--- src/wdr_consts.svh ---
`ifndef WDR_CONSTS_SVH
`define WDR_CONSTS_SVH

// ----------------------------------------------------------------------------
// Register byte offsets
// ----------------------------------------------------------------------------
`define WDR_OFS_SYSCFG     4'h0
`define WDR_OFS_WDTCTL     4'h4
`define WDR_OFS_WDTCNT     4'h8
`define WDR_OFS_STATUS     4'hC

// ----------------------------------------------------------------------------
// Field positions
// ----------------------------------------------------------------------------
`define WDR_CFG_RDY_EN     0
`define WDR_CFG_RDY_POL    1
`define WDR_CFG_PD_EXTONLY 2
`define WDR_CFG_BIDIR      3
`define WDR_CTL_PRESCALE   0
`define WDR_CTL_RELOAD_LSB 8
`define WDR_ST_WDT_CAUSE   0
`define WDR_ST_SW_CAUSE    1
`define WDR_ST_WARM_CAUSE  2
`define WDR_ST_REFUSED     3
`define WDR_ST_WDT_EN      4
`define WDR_ST_INIT_DONE   5
`define WDR_ST_PMODE_LSB   6

// ----------------------------------------------------------------------------
// Reset values and timing
// ----------------------------------------------------------------------------
`define WDR_RST_RELOAD     8'h00
`define WDR_RST_CNT        16'h0000
`define WDR_DIV_SLOW       128
`define WDR_DIV_FAST       2
`define WDR_SEQ_TCL        1024
`define WDR_TCL_PER_CYC    2
`define WDR_TRANS_CYC      4
`define WDR_REF_MHZ        50
`define WDR_T_FF_DIV2_NS   10240
`define WDR_OVF_FF_DIV2_CYC ((`WDR_T_FF_DIV2_NS * `WDR_REF_MHZ) / 1000)

`endif

--- src/wdr_pkg.sv ---
package wdr_pkg;

  typedef enum logic [2:0] {
    S_RUN,
    S_HOLD,
    S_WAITBUS,
    S_TRANS,
    S_SEQ,
    S_EXT
  } wdr_seq_t;

  typedef enum logic [1:0] {
    PM_RUN,
    PM_IDLE,
    PM_PD
  } wdr_pmode_t;

endpackage : wdr_pkg

--- src/wdr_wdt_if.sv ---
`timescale 1ns/1ps
interface wdr_wdt_if;
  logic        service;
  logic        run;
  logic        clear;
  logic        prescaleSel;
  logic [7:0]  reload;
  logic [15:0] count;
  logic        overflow;

  modport ctl (output service, run, clear, prescaleSel, reload, input count, overflow);
  modport wdt (input service, run, clear, prescaleSel, reload, output count, overflow);
endinterface : wdr_wdt_if

--- src/wdr_sync.sv ---
`timescale 1ns/1ps
module wdr_sync #(
  parameter logic RESET_VAL = 1'b1
) (
  // Clock and reset
  input  wire logic clk,
  input  wire logic rst_n,
  // Pin in, filtered level out
  input  wire logic d,
  output logic      q
);
  logic q1;
  logic q2;
  logic q3;

  always_ff @(posedge clk or negedge rst_n) begin
    if (!rst_n) begin
      q1 <= RESET_VAL;
      q2 <= RESET_VAL;
      q3 <= RESET_VAL;
      q  <= RESET_VAL;
    end else begin
      q1 <= d;
      q2 <= q1;
      q3 <= q2;
      if (q2 == q3) begin
        q <= q3;
      end
    end
  end
endmodule : wdr_sync

--- src/wdr_wdt.sv ---
`timescale 1ns/1ps
`include "wdr_consts.svh"
module wdr_wdt (
  // Clock and reset
  input  wire logic clk,
  input  wire logic rst_n,
  // Control and count
  wdr_wdt_if.wdt    wd
);
  logic [6:0] divCnt;
  wire        tick = wd.run & (wd.prescaleSel ? (divCnt == 7'(`WDR_DIV_SLOW - 1))
                                              : (divCnt[0] == 1'b1));

  assign wd.overflow = tick & (wd.count == 16'hFFFF);

  always_ff @(posedge clk or negedge rst_n) begin
    if (!rst_n) begin
      divCnt   <= 7'h00;
      wd.count <= `WDR_RST_CNT;
    end else if (wd.clear) begin
      divCnt   <= 7'h00;
      wd.count <= `WDR_RST_CNT;
    end else if (wd.service) begin
      divCnt   <= 7'h00;
      wd.count <= {wd.reload, 8'h00};
    end else if (wd.run) begin
      divCnt <= divCnt + 7'h01;
      if (tick) begin
        wd.count <= wd.count + 16'h0001;
      end
    end
  end
endmodule : wdr_wdt

--- src/wdr_top.sv ---
`timescale 1ns/1ps
`include "wdr_consts.svh"
module wdr_top #(
  parameter int TRANS_CYC = `WDR_TRANS_CYC
) (
  // Clock and reset
  input  wire logic        clk,
  input  wire logic        rst_n,
  // Avalon-MM slave
  input  wire logic [3:0]  avs_address,
  input  wire logic        avs_read,
  input  wire logic        avs_write,
  input  wire logic [31:0] avs_writedata,
  input  wire logic [3:0]  avs_byteenable,
  output logic      [31:0] avs_readdata,
  output logic             avs_waitrequest,
  // CPU strobes and levels
  input  wire logic        wdtService,
  input  wire logic        wdtDisable,
  input  wire logic        endOfInitInstruction,
  input  wire logic        softwareResetInstruction,
  input  wire logic        idleReq,
  input  wire logic        powerDownReq,
  input  wire logic        irqPending,
  input  wire logic        bootMode,
  // External bus controller
  input  wire logic        busActive,
  input  wire logic        busWaitDone,
  output logic             busAbort,
  output logic             holdCancel,
  // Pins
  input  wire logic        resetInPinIn,
  output logic             resetInPinOut,
  output logic             resetInPinOe,
  output logic             resetOutPin_n,
  input  wire logic        readyPin,
  input  wire logic        fastIntPin_n,
  output logic             ioHighZ,
  // System control
  output logic             sysReset,
  output logic             cpuHalt,
  output logic             periphHalt,
  output logic             sleepRefused
);
  import wdr_pkg::*;

  localparam int SEQ_CYC = `WDR_SEQ_TCL / `WDR_TCL_PER_CYC;
  localparam logic [9:0] SEQ_LAST   = 10'(SEQ_CYC - 1);
  localparam logic [3:0] TRANS_LAST = 4'(TRANS_CYC - 1);
  // Overflow span at the reference clock for reload FF, divide by 2
  localparam int OVF_MIN_CYC = `WDR_OVF_FF_DIV2_CYC;

  // --------------------------------------------------------------------------
  // Reset release synchroniser and pin synchronisers
  // --------------------------------------------------------------------------
  logic relA;
  logic relB;
  logic rstInSync;
  logic readySync;
  logic fastIntSync_n;

  always_ff @(posedge clk or negedge rst_n) begin
    if (!rst_n) begin
      relA <= 1'b0;
      relB <= 1'b0;
    end else begin
      relA <= 1'b1;
      relB <= relA;
    end
  end

  wdr_sync #(.RESET_VAL(1'b1)) u_syncRstIn (
    .clk   (clk),
    .rst_n (rst_n),
    .d     (resetInPinIn),
    .q     (rstInSync)
  );

  wdr_sync #(.RESET_VAL(1'b1)) u_syncReady (
    .clk   (clk),
    .rst_n (rst_n),
    .d     (readyPin),
    .q     (readySync)
  );

  wdr_sync #(.RESET_VAL(1'b1)) u_syncFast (
    .clk   (clk),
    .rst_n (rst_n),
    .d     (fastIntPin_n),
    .q     (fastIntSync_n)
  );

  // --------------------------------------------------------------------------
  // Register state
  // --------------------------------------------------------------------------
  logic       readyEnable;
  logic       readyPolarity;
  logic       pdExtOnly;
  logic       bidirResetEnable;
  logic [7:0] watchdogReloadValue;
  logic       watchdogPrescaleSelect;
  logic       wdtEnabled;
  logic       initDone;
  logic       wdtCause;
  logic       swCause;
  logic       warmCause;
  logic       refusedFlag;
  logic       ack;

  wdr_seq_t   state;
  wdr_seq_t   next_state;
  wdr_pmode_t pmode;
  wdr_pmode_t next_pmode;
  logic [9:0] seqCnt;
  logic [3:0] transCnt;
  logic       sleepPend;
  logic       sleepPd;
  logic       readySeen;
  logic       busActiveQ;
  // Cause of the running sequence; the sticky status flags cannot tell
  logic       seqFromWdt;

  wdr_wdt_if wd ();

  wdr_wdt u_wdt (
    .clk   (clk),
    .rst_n (rst_n),
    .wd    (wd)
  );

  // --------------------------------------------------------------------------
  // Decode
  // --------------------------------------------------------------------------
  wire reqValid   = avs_read | avs_write;
  wire wrEn       = avs_write & ack;
  wire selCfg     = avs_address == `WDR_OFS_SYSCFG;
  wire selCtl     = avs_address == `WDR_OFS_WDTCTL;
  wire selCnt     = avs_address == `WDR_OFS_WDTCNT;
  wire selSt      = avs_address == `WDR_OFS_STATUS;
  wire wrCfg      = wrEn & selCfg & avs_byteenable[0];
  wire wrCtlLo    = wrEn & selCtl & avs_byteenable[0];
  wire wrCtlHi    = wrEn & selCtl & avs_byteenable[1];
  wire wrSt       = wrEn & selSt & avs_byteenable[0];

  wire inRun      = state == S_RUN;
  wire seqEnd     = (state == S_SEQ) && (seqCnt == SEQ_LAST);
  wire transEnd   = (state == S_TRANS) && (transCnt == TRANS_LAST);
  wire readyAct   = readySync == readyPolarity;
  wire warmReq    = inRun & ~rstInSync;
  wire swReq      = inRun & rstInSync & softwareResetInstruction;
  wire wdtReq     = inRun & rstInSync & ~softwareResetInstruction
                    & wd.overflow & ~bootMode;
  wire wdtAbort   = (state == S_WAITBUS) & busActive & readyEnable
                    & busWaitDone & ~readyAct;
  wire wdtBusGo   = ~busActive | wdtAbort;
  wire sleepDec   = sleepPend & ~busActive & inRun;
  wire refuse     = sleepDec & readyEnable & ~readySeen;
  wire sleepGo    = sleepDec & ~refuse;
  wire fastInt    = ~fastIntSync_n;
  wire pdWake     = fastInt | (~pdExtOnly & irqPending);

  wire [31:0] cfgWord = {28'h0, bidirResetEnable, pdExtOnly, readyPolarity, readyEnable};
  wire [31:0] ctlWord = {16'h0, watchdogReloadValue, 7'h00, watchdogPrescaleSelect};
  wire [31:0] cntWord = {16'h0, wd.count};
  wire [31:0] stWord  = {24'h0, 2'(pmode), initDone, wdtEnabled, refusedFlag,
                         warmCause, swCause, wdtCause};
  wire [31:0] rdMux   = selCfg ? cfgWord :
                        selCtl ? ctlWord :
                        selCnt ? cntWord :
                        selSt  ? stWord  : 32'h0000_0000;

  assign avs_waitrequest = reqValid & ~ack;

  // --------------------------------------------------------------------------
  // Watchdog control
  // --------------------------------------------------------------------------
  assign wd.service     = wdtService & inRun;
  assign wd.run         = wdtEnabled & inRun & (pmode != PM_PD);
  assign wd.clear       = seqEnd;
  assign wd.prescaleSel = watchdogPrescaleSelect;
  assign wd.reload      = watchdogReloadValue;

  // --------------------------------------------------------------------------
  // Outputs
  // --------------------------------------------------------------------------
  assign sysReset      = ~relB | ~inRun;
  assign ioHighZ       = ~resetInPinIn | sysReset;
  assign resetOutPin_n = resetInPinIn & ~sysReset;
  assign resetInPinOe  = (state == S_SEQ) & bidirResetEnable;
  assign resetInPinOut = 1'b0;
  assign holdCancel    = state == S_TRANS;
  assign busAbort      = wdtAbort | ((state == S_TRANS) & ~seqFromWdt);
  assign cpuHalt       = pmode != PM_RUN;
  assign periphHalt    = pmode == PM_PD;
  assign sleepRefused  = refuse;

  // --------------------------------------------------------------------------
  // Reset sequencer
  // --------------------------------------------------------------------------
  always_comb begin
    next_state = state;
    case (state)
      S_RUN: begin
        if (warmReq) begin
          next_state = S_HOLD;
        end else if (swReq) begin
          next_state = S_TRANS;
        end else if (wdtReq) begin
          next_state = S_WAITBUS;
        end
      end
      S_HOLD: begin
        if (rstInSync) begin
          next_state = S_TRANS;
        end
      end
      S_WAITBUS: begin
        if (wdtBusGo) begin
          next_state = S_TRANS;
        end
      end
      S_TRANS: begin
        if (transEnd) begin
          next_state = S_SEQ;
        end
      end
      S_SEQ: begin
        if (seqEnd) begin
          next_state = S_EXT;
        end
      end
      S_EXT: begin
        if (rstInSync) begin
          next_state = S_RUN;
        end
      end
      default: next_state = S_RUN;
    endcase
  end

  always_ff @(posedge clk or negedge rst_n) begin
    if (!rst_n) begin
      state    <= S_RUN;
      seqCnt   <= 10'h000;
      transCnt   <= 4'h0;
      seqFromWdt <= 1'b0;
    end else begin
      if (wdtReq || warmReq || swReq) begin
        seqFromWdt <= wdtReq;
      end
      state    <= next_state;
      seqCnt   <= (state == S_SEQ) ? seqCnt + 10'h001 : 10'h000;
      transCnt <= (state == S_TRANS) ? transCnt + 4'h1 : 4'h0;
    end
  end

  // --------------------------------------------------------------------------
  // Power reduction
  // --------------------------------------------------------------------------
  always_comb begin
    next_pmode = pmode;
    case (pmode)
      PM_RUN: begin
        if (sleepGo) begin
          next_pmode = sleepPd ? PM_PD : PM_IDLE;
        end
      end
      PM_IDLE: begin
        if (irqPending) begin
          next_pmode = PM_RUN;
        end
      end
      PM_PD: begin
        if (pdWake) begin
          next_pmode = PM_RUN;
        end
      end
      default: next_pmode = PM_RUN;
    endcase
    if (!inRun) begin
      next_pmode = PM_RUN;
    end
  end

  always_ff @(posedge clk or negedge rst_n) begin
    if (!rst_n) begin
      pmode      <= PM_RUN;
      sleepPend  <= 1'b0;
      sleepPd    <= 1'b0;
      readySeen  <= 1'b1;
      busActiveQ <= 1'b0;
    end else begin
      pmode      <= next_pmode;
      busActiveQ <= busActive;
      if (busActive & ~busActiveQ) begin
        readySeen <= readyAct;
      end else if (busActive & readyAct) begin
        readySeen <= 1'b1;
      end
      if (!inRun || sleepDec) begin
        sleepPend <= 1'b0;
      end else if ((pmode == PM_RUN) && !sleepPend && (idleReq || powerDownReq)) begin
        sleepPend <= 1'b1;
        sleepPd   <= powerDownReq;
      end
    end
  end

  // --------------------------------------------------------------------------
  // Register bus
  // --------------------------------------------------------------------------
  always_ff @(posedge clk or negedge rst_n) begin
    if (!rst_n) begin
      ack          <= 1'b0;
      avs_readdata <= 32'h0000_0000;
    end else begin
      ack <= reqValid & ~ack;
      if (avs_read & ~ack) begin
        avs_readdata <= rdMux;
      end
    end
  end

  always_ff @(posedge clk or negedge rst_n) begin
    if (!rst_n) begin
      readyEnable            <= 1'b0;
      readyPolarity          <= 1'b0;
      pdExtOnly              <= 1'b0;
      bidirResetEnable       <= 1'b0;
      watchdogReloadValue    <= `WDR_RST_RELOAD;
      watchdogPrescaleSelect <= 1'b0;
    end else if (seqEnd) begin
      bidirResetEnable       <= 1'b0;
      watchdogReloadValue    <= `WDR_RST_RELOAD;
      watchdogPrescaleSelect <= 1'b0;
    end else begin
      if (wrCfg) begin
        readyEnable      <= avs_writedata[`WDR_CFG_RDY_EN];
        readyPolarity    <= avs_writedata[`WDR_CFG_RDY_POL];
        pdExtOnly        <= avs_writedata[`WDR_CFG_PD_EXTONLY];
        bidirResetEnable <= avs_writedata[`WDR_CFG_BIDIR];
      end
      if (wrCtlLo) begin
        watchdogPrescaleSelect <= avs_writedata[`WDR_CTL_PRESCALE];
      end
      if (wrCtlHi) begin
        watchdogReloadValue <= avs_writedata[`WDR_CTL_RELOAD_LSB +: 8];
      end
    end
  end

  always_ff @(posedge clk or negedge rst_n) begin
    if (!rst_n) begin
      wdtEnabled <= 1'b1;
      initDone   <= 1'b0;
    end else if (seqEnd) begin
      wdtEnabled <= 1'b1;
      initDone   <= 1'b0;
    end else begin
      if (endOfInitInstruction) begin
        initDone <= 1'b1;
      end
      if (wdtDisable && !initDone && !endOfInitInstruction) begin
        wdtEnabled <= 1'b0;
      end
    end
  end

  // Cause and refusal flags: a hardware set wins over a write-one clear
  always_ff @(posedge clk or negedge rst_n) begin
    if (!rst_n) begin
      wdtCause    <= 1'b0;
      swCause     <= 1'b0;
      warmCause   <= 1'b0;
      refusedFlag <= 1'b0;
    end else begin
      wdtCause    <= wdtReq  | (wdtCause  & ~(wrSt & avs_writedata[`WDR_ST_WDT_CAUSE]));
      swCause     <= swReq   | (swCause   & ~(wrSt & avs_writedata[`WDR_ST_SW_CAUSE]));
      warmCause   <= warmReq | (warmCause & ~(wrSt & avs_writedata[`WDR_ST_WARM_CAUSE]));
      refusedFlag <= refuse  | (refusedFlag & ~(wrSt & avs_writedata[`WDR_ST_REFUSED]));
    end
  end
endmodule : wdr_top

--- config.mk ---
export PLATFORM = sky130hd
export DESIGN_NAME = wdr_top
export DESIGN_NICKNAME = d
export VERILOG_FILES = /design/src/wdr_pkg.sv /design/src/wdr_wdt_if.sv /design/src/wdr_sync.sv /design/src/wdr_wdt.sv /design/src/wdr_top.sv
export VERILOG_INCLUDE_DIRS = /design/src
export SDC_FILE = /design/constraint.sdc
export NUM_CORES = 1
export LEC_CHECK = 0
export BUFFER_PORTS_ARGS = -buffer_cell sky130_fd_sc_hd__buf_4
export CAP_MARGIN = 25
export CORE_AREA = 2 2 107 83
export CTS_BUF_LIST = sky130_fd_sc_hd__clkbuf_16
export DETAILED_ROUTE_END_ITERATION = 16
export DIE_AREA = 0 0 109 85
export PLACE_DENSITY_LB_ADDON = 0.3
export SYNTH_ARGS = -nofsm -noshare
export SYNTH_HDL_FRONTEND = slang
export SYNTH_SLANG_ARGS = --single-unit
--- constraint.sdc ---
create_clock -name clk -period 3.5 [get_ports clk]
set_input_delay 1.05 -clock clk [delete_from_list [all_inputs] [get_ports clk]]
set_output_delay 1.05 -clock clk [all_outputs]
set_load 0.02 [all_outputs]
==> results.txt, run 1 <==
----------------------------------------------------
[Min path]
  Kind of path behind the tightest hold check ... reg2reg

[Power]
  Proportion of power drawn by combinational gates ... 22.5%
  Switching share of power ... 33.6%
  Clock Power Share ... 30.6%
  Switching power total ... 0.00113 W
  Internal cell power ... 0.00223 W
  Peak supply drop ... 0.286 mV
  Sequential cell fraction of total power ... 46.9%
  Leakage power total ... 2.52 nW
  Total power per unit cell area ... 608 nW/um^2

[Yosys]
  Biggest area consumer among synthesized cells ... dfrtp_1
  Proportion of register bits with asynchronous set or reset after synthesis ... 100%
  Number of unique standard cell types used by synthesis ... 61
  Number of flip-flops and latches in the synthesized netlist ... 97
  Proportion of synthesized chip area in sequential cells ... 51.8%
  Area share of the largest cell type after synthesis ... 44.0%
  Synth warn ... 0
  Top area cells in the synthesized netlist ... dfrtp_1 (44%), dfstp_2 (7.8%), nor2_1 (4.4%), nand2_1 (3.7%), mux2i_1 (3.4%)
  Number of enable-type register cells in the synthesized netlist ... 0
  Gate count after technology mapping ... 460
  Netlist area before placement ... 4720 sq um
  Post-synthesis average cell area ... 10.3 sq um
  Dominant synthesized flop cell ... dfrtp_1

[Finish]
  Fraction of layout cells with a size suffix above 1 ... 21.2%
  Post-layout nets ... 580
  Total of fill cells in the finished design ... 631
  Synth-to-Final Area Change ... 16.9%
  Antenna diodes ... 0

[Floorplan]
  Floorplan die area ... 9270 sq um
  Die Wd ... 109 microns
  # rows ... 29
  Initial Util ... 57.3%
  Vert. Die Dim ... 85 microns
  Placeable core area ... 8240 sq um
  Boundary Pins ... 100

[Route]
  Routed via count divided by cell count ... 5.67
  Remaining number of nets flagged by the antenna check after routing ... 0
  DR vias ... 3581
  Length of the first detailed-routing pass in iterations ... 5
  Remaining design rule violation count ... 0
  Overall routed net length ... 10.3 mm
  DRC violation total after the first TritonRoute iteration ... 303
  Routed length per instance ... 16.2 microns

[Placement]
  Post-Place Setup Slack ... 0.460 ns
  Final HPWL DP ... 7.36 mm
  Quantity of I/O buffers inserted on ports ... 60
  Placer congestion estimate ... 0.902

[Timing]
  Slew margin rel. ... 54.5%
  Portion of the clock cycle consumed by the worst path in the final layout ... 91.5%
  Number of setup violations in the final report ... 0
  Setup total negative slack ... 0 ns
  Final Hold Vio Count ... 0
  Setup clock skew after layout ... 0.0132 ns
  Total count of max-transition violations in the final report ... 0
  Achievable Freq ... 0.312 GHz
  Unrepaired setup endpoints after global routing ... no
  Final setup margin ... 0.298 ns
  Clock period minus final worst setup slack ... 3.20 ns
  Worst-margin pin slew ... 0.683 ns

[Setup path]
  Total buffers and inverters traversed by the critical path ... 1
  Cell with the largest stage delay on the worst path ... or3_1
  Delay contributed by the slowest stage of the critical path ... 0.56 ns
  Crit start category ... register
  Largest delay contributor family on the critical path ... simple AND/OR/NAND/NOR gates
  Worst Setup End Kind ... output port
  Required time at the worst-slack endpoint ... 2.45 ns
  Crit path cell chain ... or3_1 -> nor4b_1 -> buf_4
  Critical setup path kind ... reg2out
  Largest driver fanout on the critical path ... 10
  Arrival time at the worst endpoint ... 2.15 ns

[Clock tree]
  Skew-Pair Late Insertion Delay ... 0.35 ns
  Clock net sink count ... 97
  Quantity of gates resized following cts ... 0
  TritonCTS clock tree ... yes
  Total number of H-tree levels ... 3
  # hold bufs at CTS ... 0
  Buffer levels on the longest clock path ... 2
  Total setup buffers inserted after CTS ... 0
  Clock slew seen by the registers of the worst setup and hold paths ... 0.07 ns
  Root buffer cell ... clkbuf_16
  Total CTS buffers ... 9

[Global route]
  Grt ovf ... 0
  Global-route usage over all layers ... 23.9%
  Number of antenna violations at the first check in global routing ... 0
  Largest net degree at the start of global routing ... 57
  Via count of the first global-routing pass ... 3508
  Global-route wire length before repair ... 17.2 mm

[Status]
  Outcome ... complete, no violations

[Flow run]
  Max-cap violations ... 0

----------------------------------------------------
## power groups by stage
stage          registers (W)  clock network (W)  logic [W]
2_1_floorplan        0.00150                  0   0.000581
3_3_place_gp         0.00157                  0   0.000722
3_5_place_dp         0.00158                  0   0.000748
4_1_cts              0.00157            0.00104   0.000756
5_1_grt              0.00161            0.00109   0.000849
6_report             0.00157            0.00103   0.000755
## synth_stat cells (2+ instances only)
cell	count
a22oi_1	11
and3_1	8
or3_1	6
buf_2	8
a2bb2oi_1	2
o21ai_1	2
nand2b_1	6
buf_4	18
or2_2	2
nor2_1	55
dfrtp_1	83
and4_1	4
ha_1	4
a21o_1	3
mux2_2	3
a211oi_1	3
mux2i_1	16
o21ai_0	20
a22o_1	3
and2_1	4
nor2b_1	5
dfstp_2	14
nand3_1	15
nand2_1	47
xor2_1	13
conb_1	2
nor3_1	10
xnor2_1	11
nand4_1	13
o21a_1	2
clkbuf_1	7
o31ai_1	6
a21oi_1	13
nor4b_1	2
mux2_1	3
maj3_1	3
inv_1	9
## layout make-up
cell class / count / area (sq um) / area share, %
clock buffer: 9 / 225 / 4.08
sequential: 97 / 2440 / 44.3
timing repair buffer: 66 / 495 / 8.98
tap: 108 / 135 / 2.45
clock inverter: 7 / 88.8 / 1.61
inverter: 9 / 33.8 / 0.612
multi-input combinational: 336 / 2100 / 38.0
## flip-flops by register name, indices dropped and copies added (netlist names), 2 cells and up
signal and cells:
seqCnt 10, transCnt 4, u_wdt.divCnt 7, avs_readdata 16, state 3, pmode 2, watchdogReloadValue 8, u_wdt.wd.count 16
## per-layer routing
metal	wire length, microns	vias up	global-route usage, %
met5	0	-	0
met4	83	0	5.71
met3	728	11	5.84
met2	4690	144	36.5
met1	4760	1728	34.5
li1	-	1698	-
## final timing paths
kind	endpoint	from	slack, ns	cells past startpoint
max in group asynchronous	u_syncRstIn.q	rst_n	1.92	2
hold reg to reg	relB	relA	0.36	0
hold / removal	relB	relA	0.36	0
min in group asynchronous	avs_readdata[12]	rst_n	0.75	1
setup reg to reg	u_wdt.wd.count[15]	state[1]	1.24	6
setup / recovery	sleepRefused	state[1]	0.30	3
## logic make-up (layout without fill, tap and decap cells)
family,after synthesis,count (layout),synth area share [%]
simple gates,188,188,20.4
other cells,2,18,0.159
compound gates,76,76,11.1
xor+xnor,24,24,4.45
mux,23,23,5.30
fa+ha+maj,7,7,1.70
buf+inv,43,91,5.06
flops,97,97,51.8
## stage by stage
| step | instance area (sq um) | util, % | instances | hold slack (ns) | total power, W |
|---|---|---|---|---|---|
| finish | 5520 | 67.0 | 632 | 0.357 | 0.00336 |
| global route | 5520 | 67.0 | 632 | 0.360 | 0.00355 |
| CTS | 5520 | 67.0 | 632 | 0.358 | 0.00336 |
| global placement | 5200 | 63.2 | 616 | 0.341 | 0.00229 |
| floorplan | 4780 | - | 476 | 0.331 | 0.00208 |
| detailed placement | 5200 | 63.2 | 616 | 0.338 | 0.00233 |
## cell usage in the layout (no fill, tap or decap), types with 10 or more instances in the layout
cell,synthesis,routed
dfrtp_1,83,83
buf_4,18,66
nor2_1,55,55
nand2_1,47,47
o21ai_0,20,20
conb_1,2,18
mux2i_1,16,16
nand3_1,15,15
dfstp_2,14,14
nand4_1,13,13
a21oi_1,13,13
xor2_1,13,13
xnor2_1,11,11
a22oi_1,11,11
nor3_1,10,10
(Power assumes the default switching activity.)
==> run 2: changes to the inputs <==
==> constraint.sdc (replaced) <==
create_clock -name clk -period 3.5 [get_ports clk]
set_input_delay 1.05 -clock clk [delete_from_list [all_inputs] [get_ports clk]]
set_output_delay 1.05 -clock clk [all_outputs]
set_load 0.1 [all_outputs]
==> results.txt, run 2 (synthesized netlist as in run 1, its figures left out) <==
----------------------------------------------------
[Status]
  Outcome ... complete, no violations

[Power]
  Peak supply drop ... 0.466 mV
  Overall power ... 0.00356 W
  Leakage power total ... 2.52 nW
  Total power per unit cell area ... 645 nW/um^2

[Global route]
  Grt ovf ... 0
  Number of antenna violations at the first check in global routing ... 0
  Global-route usage over all layers ... 24.8%
  Largest net degree at the start of global routing ... 75
  Global-route wire length before repair ... 17.8 mm
  Via count of the first global-routing pass ... 3553

[Placement]
  Post-Place Setup Slack ... 0.451 ns
  Placer congestion estimate ... 0.924
  Quantity of I/O buffers inserted on ports ... 60
  Final HPWL DP ... 7.19 mm
  Cell count after placement ... 616

[Clock tree]
  Clock net sink count ... 97
  Buffer levels on the longest clock path ... 2
  # hold bufs at CTS ... 0
  Quantity of gates resized following cts ... 0
  Root buffer cell ... clkbuf_16
  Skew-Pair Late Insertion Delay ... 0.34 ns
  Total number of H-tree levels ... 3
  TritonCTS clock tree ... yes
  Clock slew seen by the registers of the worst setup and hold paths ... 0.06 ns
  Total CTS buffers ... 9
  Total setup buffers inserted after CTS ... 0

[Finish]
  Post-layout nets ... 580
  Most common library cell in the layout ignoring fill and taps ... dfrtp_1
  Largest regs ... avs_readdata: 16 flops, u_wdt.wd.count: 16 flops, seqCnt: 10 flops
  Number of non-filler instances in the completed layout ... 632
  Antenna diodes ... 0
  Most used cells in the layout excluding fill and tap cells ... dfrtp_1 (83), buf_4 (66), nor2_1 (55)
  Synth-to-Final Area Change ... 16.8%
  Fraction of layout cells with a size suffix above 1 ... 21.2%

[Timing]
  Total count of max-transition violations in the final report ... 0
  Clock period minus final worst setup slack ... 3.15 ns
  Slew margin rel. ... 38.3%
  Setup total negative slack ... 0 ns
  Final setup margin ... 0.352 ns
  Final Hold Vio Count ... 0
  Achievable Freq ... 0.318 GHz
  Number of setup violations in the final report ... 0
  Portion of the clock cycle consumed by the worst path in the final layout ... 90.0%
  Unrepaired setup endpoints after global routing ... no
  Setup clock skew after layout ... 0.00714 ns
  Worst-margin pin slew ... 0.925 ns

[Floorplan]
  Die Wd ... 109 microns
  # rows ... 29
  Boundary Pins ... 100
  Vert. Die Dim ... 85 microns
  Initial Util ... 57.3%
  Placeable core area ... 8240 sq um
  Floorplan die area ... 9270 sq um

[Route]
  Overall routed net length ... 10.4 mm
  Routed length per instance ... 16.5 microns
  Remaining number of nets flagged by the antenna check after routing ... 0
  Remaining design rule violation count ... 0
  Length of the first detailed-routing pass in iterations ... 5
  Routed via count divided by cell count ... 5.77
  DRC violation total after the first TritonRoute iteration ... 376
  DR vias ... 3649

[Min path]
  Start point of the worst min-delay path ... relA
  Kind of path behind the tightest hold check ... reg2reg

[Setup path]
  Largest driver fanout on the critical path ... 10
  Arrival time at the worst endpoint ... 2.10 ns
  Startpoint of the worst-slack reg-to-reg timing path ... state[0]
  Required time at the worst-slack endpoint ... 2.45 ns
  Crit start category ... register
  R2R Setup Slk ... 1.14 ns
  Worst Setup End Kind ... output port
  Critical setup path kind ... reg2out
  CP startpoint ... state[0]

[Flow run]
  Max-cap violations ... 0

----------------------------------------------------
-- run 2: area by class of cell --
class	count	area, sq um
tap	108	135
fill	630	2720
multi-input combinational	336	2120
clock inverter	7	58.8
inverter	9	37.5
sequential	97	2440
clock buffer	9	225
timing repair buffer	66	495
-- run 2: per-stage QoR --
step	util, %	hold slack [ns]	instance area [sq um]
2_1_floorplan	-	0.331	4800
3_3_place_gp	63.5	0.332	5230
3_5_place_dp	63.5	0.337	5230
4_1_cts	66.9	0.351	5510
5_1_grt	66.9	0.358	5510
6_report	66.9	0.348	5510
-- run 2: path summary, 6_finish.rpt --
path                                          end  cells past startpoint
max                                  sleepRefused                      3
min                                          relB                      0
max reg2reg                    u_wdt.wd.count[15]                      6
min reg2reg                                  relB                      0
max in group asynchronous            u_syncFast.q                      2
min in group asynchronous  watchdogReloadValue[2]                      1
-- run 2: power by group --
group / internal, W / switching (W) / leakage (nW)
combinational: 0.000335 / 0.000698 / 1.12
sequential: 0.00133 / 0.000246 / 1.24
clock: 0.000543 / 0.000402 / 0.154
-- run 2: worst max-delay path, cell delays in order (launching register included) --
cell,delay [ns]
dfrtp_1,0.50
or3_1,0.56
nor4b_4,0.35
buf_4,0.34
-- run 2: layer usage --
layer / vias to the layer above / GRT usage [%] / share of wire, %
li1: 1707 / - / -
met1: 1789 / 35.6 / 46
met2: 139 / 38.6 / 46
met3: 14 / 5.84 / 7.0
met4: 0 / 5.83 / 1.1
met5: - / 0 / 0
==> run 3: changes to the inputs <==
==> constraint.sdc (replaced) <==
create_clock -name clk -period 3.5 [get_ports clk]
set_input_delay 0.35 -clock clk [delete_from_list [all_inputs] [get_ports clk]]
set_output_delay 0.35 -clock clk [all_outputs]
set_load 0.1 [all_outputs]
==> results.txt, run 3 (synthesized netlist as in run 1, its figures left out) <==
----------------------------------------------------
[Setup path]
  Startpoint of the worst-slack reg-to-reg timing path ... seqCnt[0]
  Number of cells traversed by the worst register-to-register path ... 7
  CP startpoint ... state[1]
  Critical path endpoint ... sleepRefused
  Total number of cells along the worst setup path ... 3
  Largest delay contributor family on the critical path ... simple AND/OR/NAND/NOR gates
  Worst Setup End Kind ... output port
  Largest driver fanout on the critical path ... 10
  Delay contributed by the slowest stage of the critical path ... 0.55 ns
  Worst reg2reg endpoint ... u_wdt.wd.count[12]
  R2R Setup Slk ... 1.15 ns
  Required time at the worst-slack endpoint ... 3.15 ns
  Cell with the largest stage delay on the worst path ... or3_1
  Crit start category ... register
  Arrival time at the worst endpoint ... 2.16 ns
  Critical setup path kind ... reg2out
  Crit path cell chain ... or3_1 -> nor4b_2 -> buf_4
  Total buffers and inverters traversed by the critical path ... 1

[Clock tree]
  Buffer levels on the longest clock path ... 2
  Total CTS buffers ... 9
  TritonCTS clock tree ... yes
  Skew-Pair Late Insertion Delay ... 0.34 ns
  Clock slew seen by the registers of the worst setup and hold paths ... 0.07 ns
  Quantity of gates resized following cts ... 0
  Root buffer cell ... clkbuf_16
  Total setup buffers inserted after CTS ... 0
  Clock net sink count ... 97
  # hold bufs at CTS ... 0
  Total number of H-tree levels ... 3

[Timing]
  Achievable Freq ... 0.398 GHz
  Total count of max-transition violations in the final report ... 0
  Portion of the clock cycle consumed by the worst path in the final layout ... 71.7%
  Setup clock skew after layout ... 0.00761 ns
  Unrepaired setup endpoints after global routing ... no
  Slew margin rel. ... 41.3%
  Number of setup violations in the final report ... 0
  Setup total negative slack ... 0 ns
  Final Hold Vio Count ... 0
  Clock period minus final worst setup slack ... 2.51 ns
  Worst-margin pin slew ... 0.880 ns

[Route]
  Overall routed net length ... 10.2 mm
  Routed length per instance ... 16.3 microns
  DRC violation total after the first TritonRoute iteration ... 338
  Remaining design rule violation count ... 0
  Remaining number of nets flagged by the antenna check after routing ... 0
  DR vias ... 3609
  Length of the first detailed-routing pass in iterations ... 6
  Routed via count divided by cell count ... 5.73

[Global route]
  Global-route wire length before repair ... 17.1 mm
  Global-route usage over all layers ... 23.7%
  Met3 routing resource usage after global routing ... 5.91%
  Largest net degree at the start of global routing ... 65
  Via count of the first global-routing pass ... 3561
  Global routing met1 resource utilization ... 33.7%
  Grt ovf ... 0
  GRT busiest layer ... met2
  Number of antenna violations at the first check in global routing ... 0
  GRT met2 Usage ... 36.8%

[Finish]
  Post-layout nets ... 578
  Fraction of layout cells with a size suffix above 1 ... 20.9%
  Antenna diodes ... 0
  Total area of multi-input combinational cells ... 2100 sq um
  Most used cells in the layout excluding fill and tap cells ... dfrtp_1 (83), buf_4 (64), nor2_1 (55)
  Synth-to-Final Area Change ... 16.4%
  Total of fill cells in the finished design ... 637
  Area of all placed cells without fillers ... 5490 sq um
  Largest regs ... avs_readdata: 16 flops, u_wdt.wd.count: 16 flops, seqCnt: 10 flops
  Most common library cell in the layout ignoring fill and taps ... dfrtp_1
  Storage cell area ... 2440 sq um

[Status]
  Outcome ... complete, no violations

[Placement]
  Quantity of I/O buffers inserted on ports ... 60
  Final HPWL DP ... 7.27 mm
  Placer congestion estimate ... 0.901
  Placed Area ... 5200 sq um

[Power]
  Peak supply drop ... 0.323 mV
  Overall power ... 0.00357 W
  Total power per unit cell area ... 650 nW/um^2
  Leakage power total ... 2.50 nW

[Flow run]
  Max-cap violations ... 0

[Floorplan]
  Placeable core area ... 8240 sq um
  Floorplan die area ... 9270 sq um
  Vert. Die Dim ... 85 microns
  Initial Util ... 57.3%
  # rows ... 29
  Boundary Pins ... 100
  Die Wd ... 109 microns

[Min path]
  Kind of path behind the tightest hold check ... in2async

----------------------------------------------------
==> run 3: changes by cell type in the layout (fill, tap and decap cells not counted), sizes merged <==
cell and change:
clkinvlp +1, buf -2, inv -1
==> run 3: metal layers <==
layer  up-vias  routed length (microns)
li1       1697                        -
met1      1741                     4650
met2       153                     4690
met3        18                      791
met4         0                      123
met5         -                        0
==> run 3: worst min path at each step <==
stage | endpoint | startpoint
4_1_cts | u_syncFast.q1 | fastIntPin_n
2_1_floorplan | ack | rst_n
3_3_place_gp | relB | relA
5_1_grt | u_syncFast.q1 | fastIntPin_n
3_5_place_dp | relB | relA
6_report | avs_readdata[10] | rst_n
==> run 3: area by class of cell <==
class | instances | area share, %
sequential | 97 | 44.5
multi-input combinational | 336 | 38.3
timing repair buffer | 64 | 8.75
clock buffer | 9 | 4.10
tap | 108 | 2.46
clock inverter | 7 | 1.28
inverter | 9 | 0.615
==> run 3: per-stage QoR <==
stage	util [%]	hold WS (ns)	instances	setup WS, ns
global route	66.7	0.101	630	0.908
finish	66.7	0.0814	630	0.989
global placement	63.1	0.335	614	1.20
floorplan	-	0.0544	476	0.341
detailed placement	63.1	0.338	614	1.17
CTS	66.7	0.110	630	0.990
==> run 3: power by group <==
part	internal [W]	switching, W
Sequential	0.00133	0.000242
Clock	0.000553	0.000424
Combinational	0.000330	0.000689
Total	0.00221	0.00135
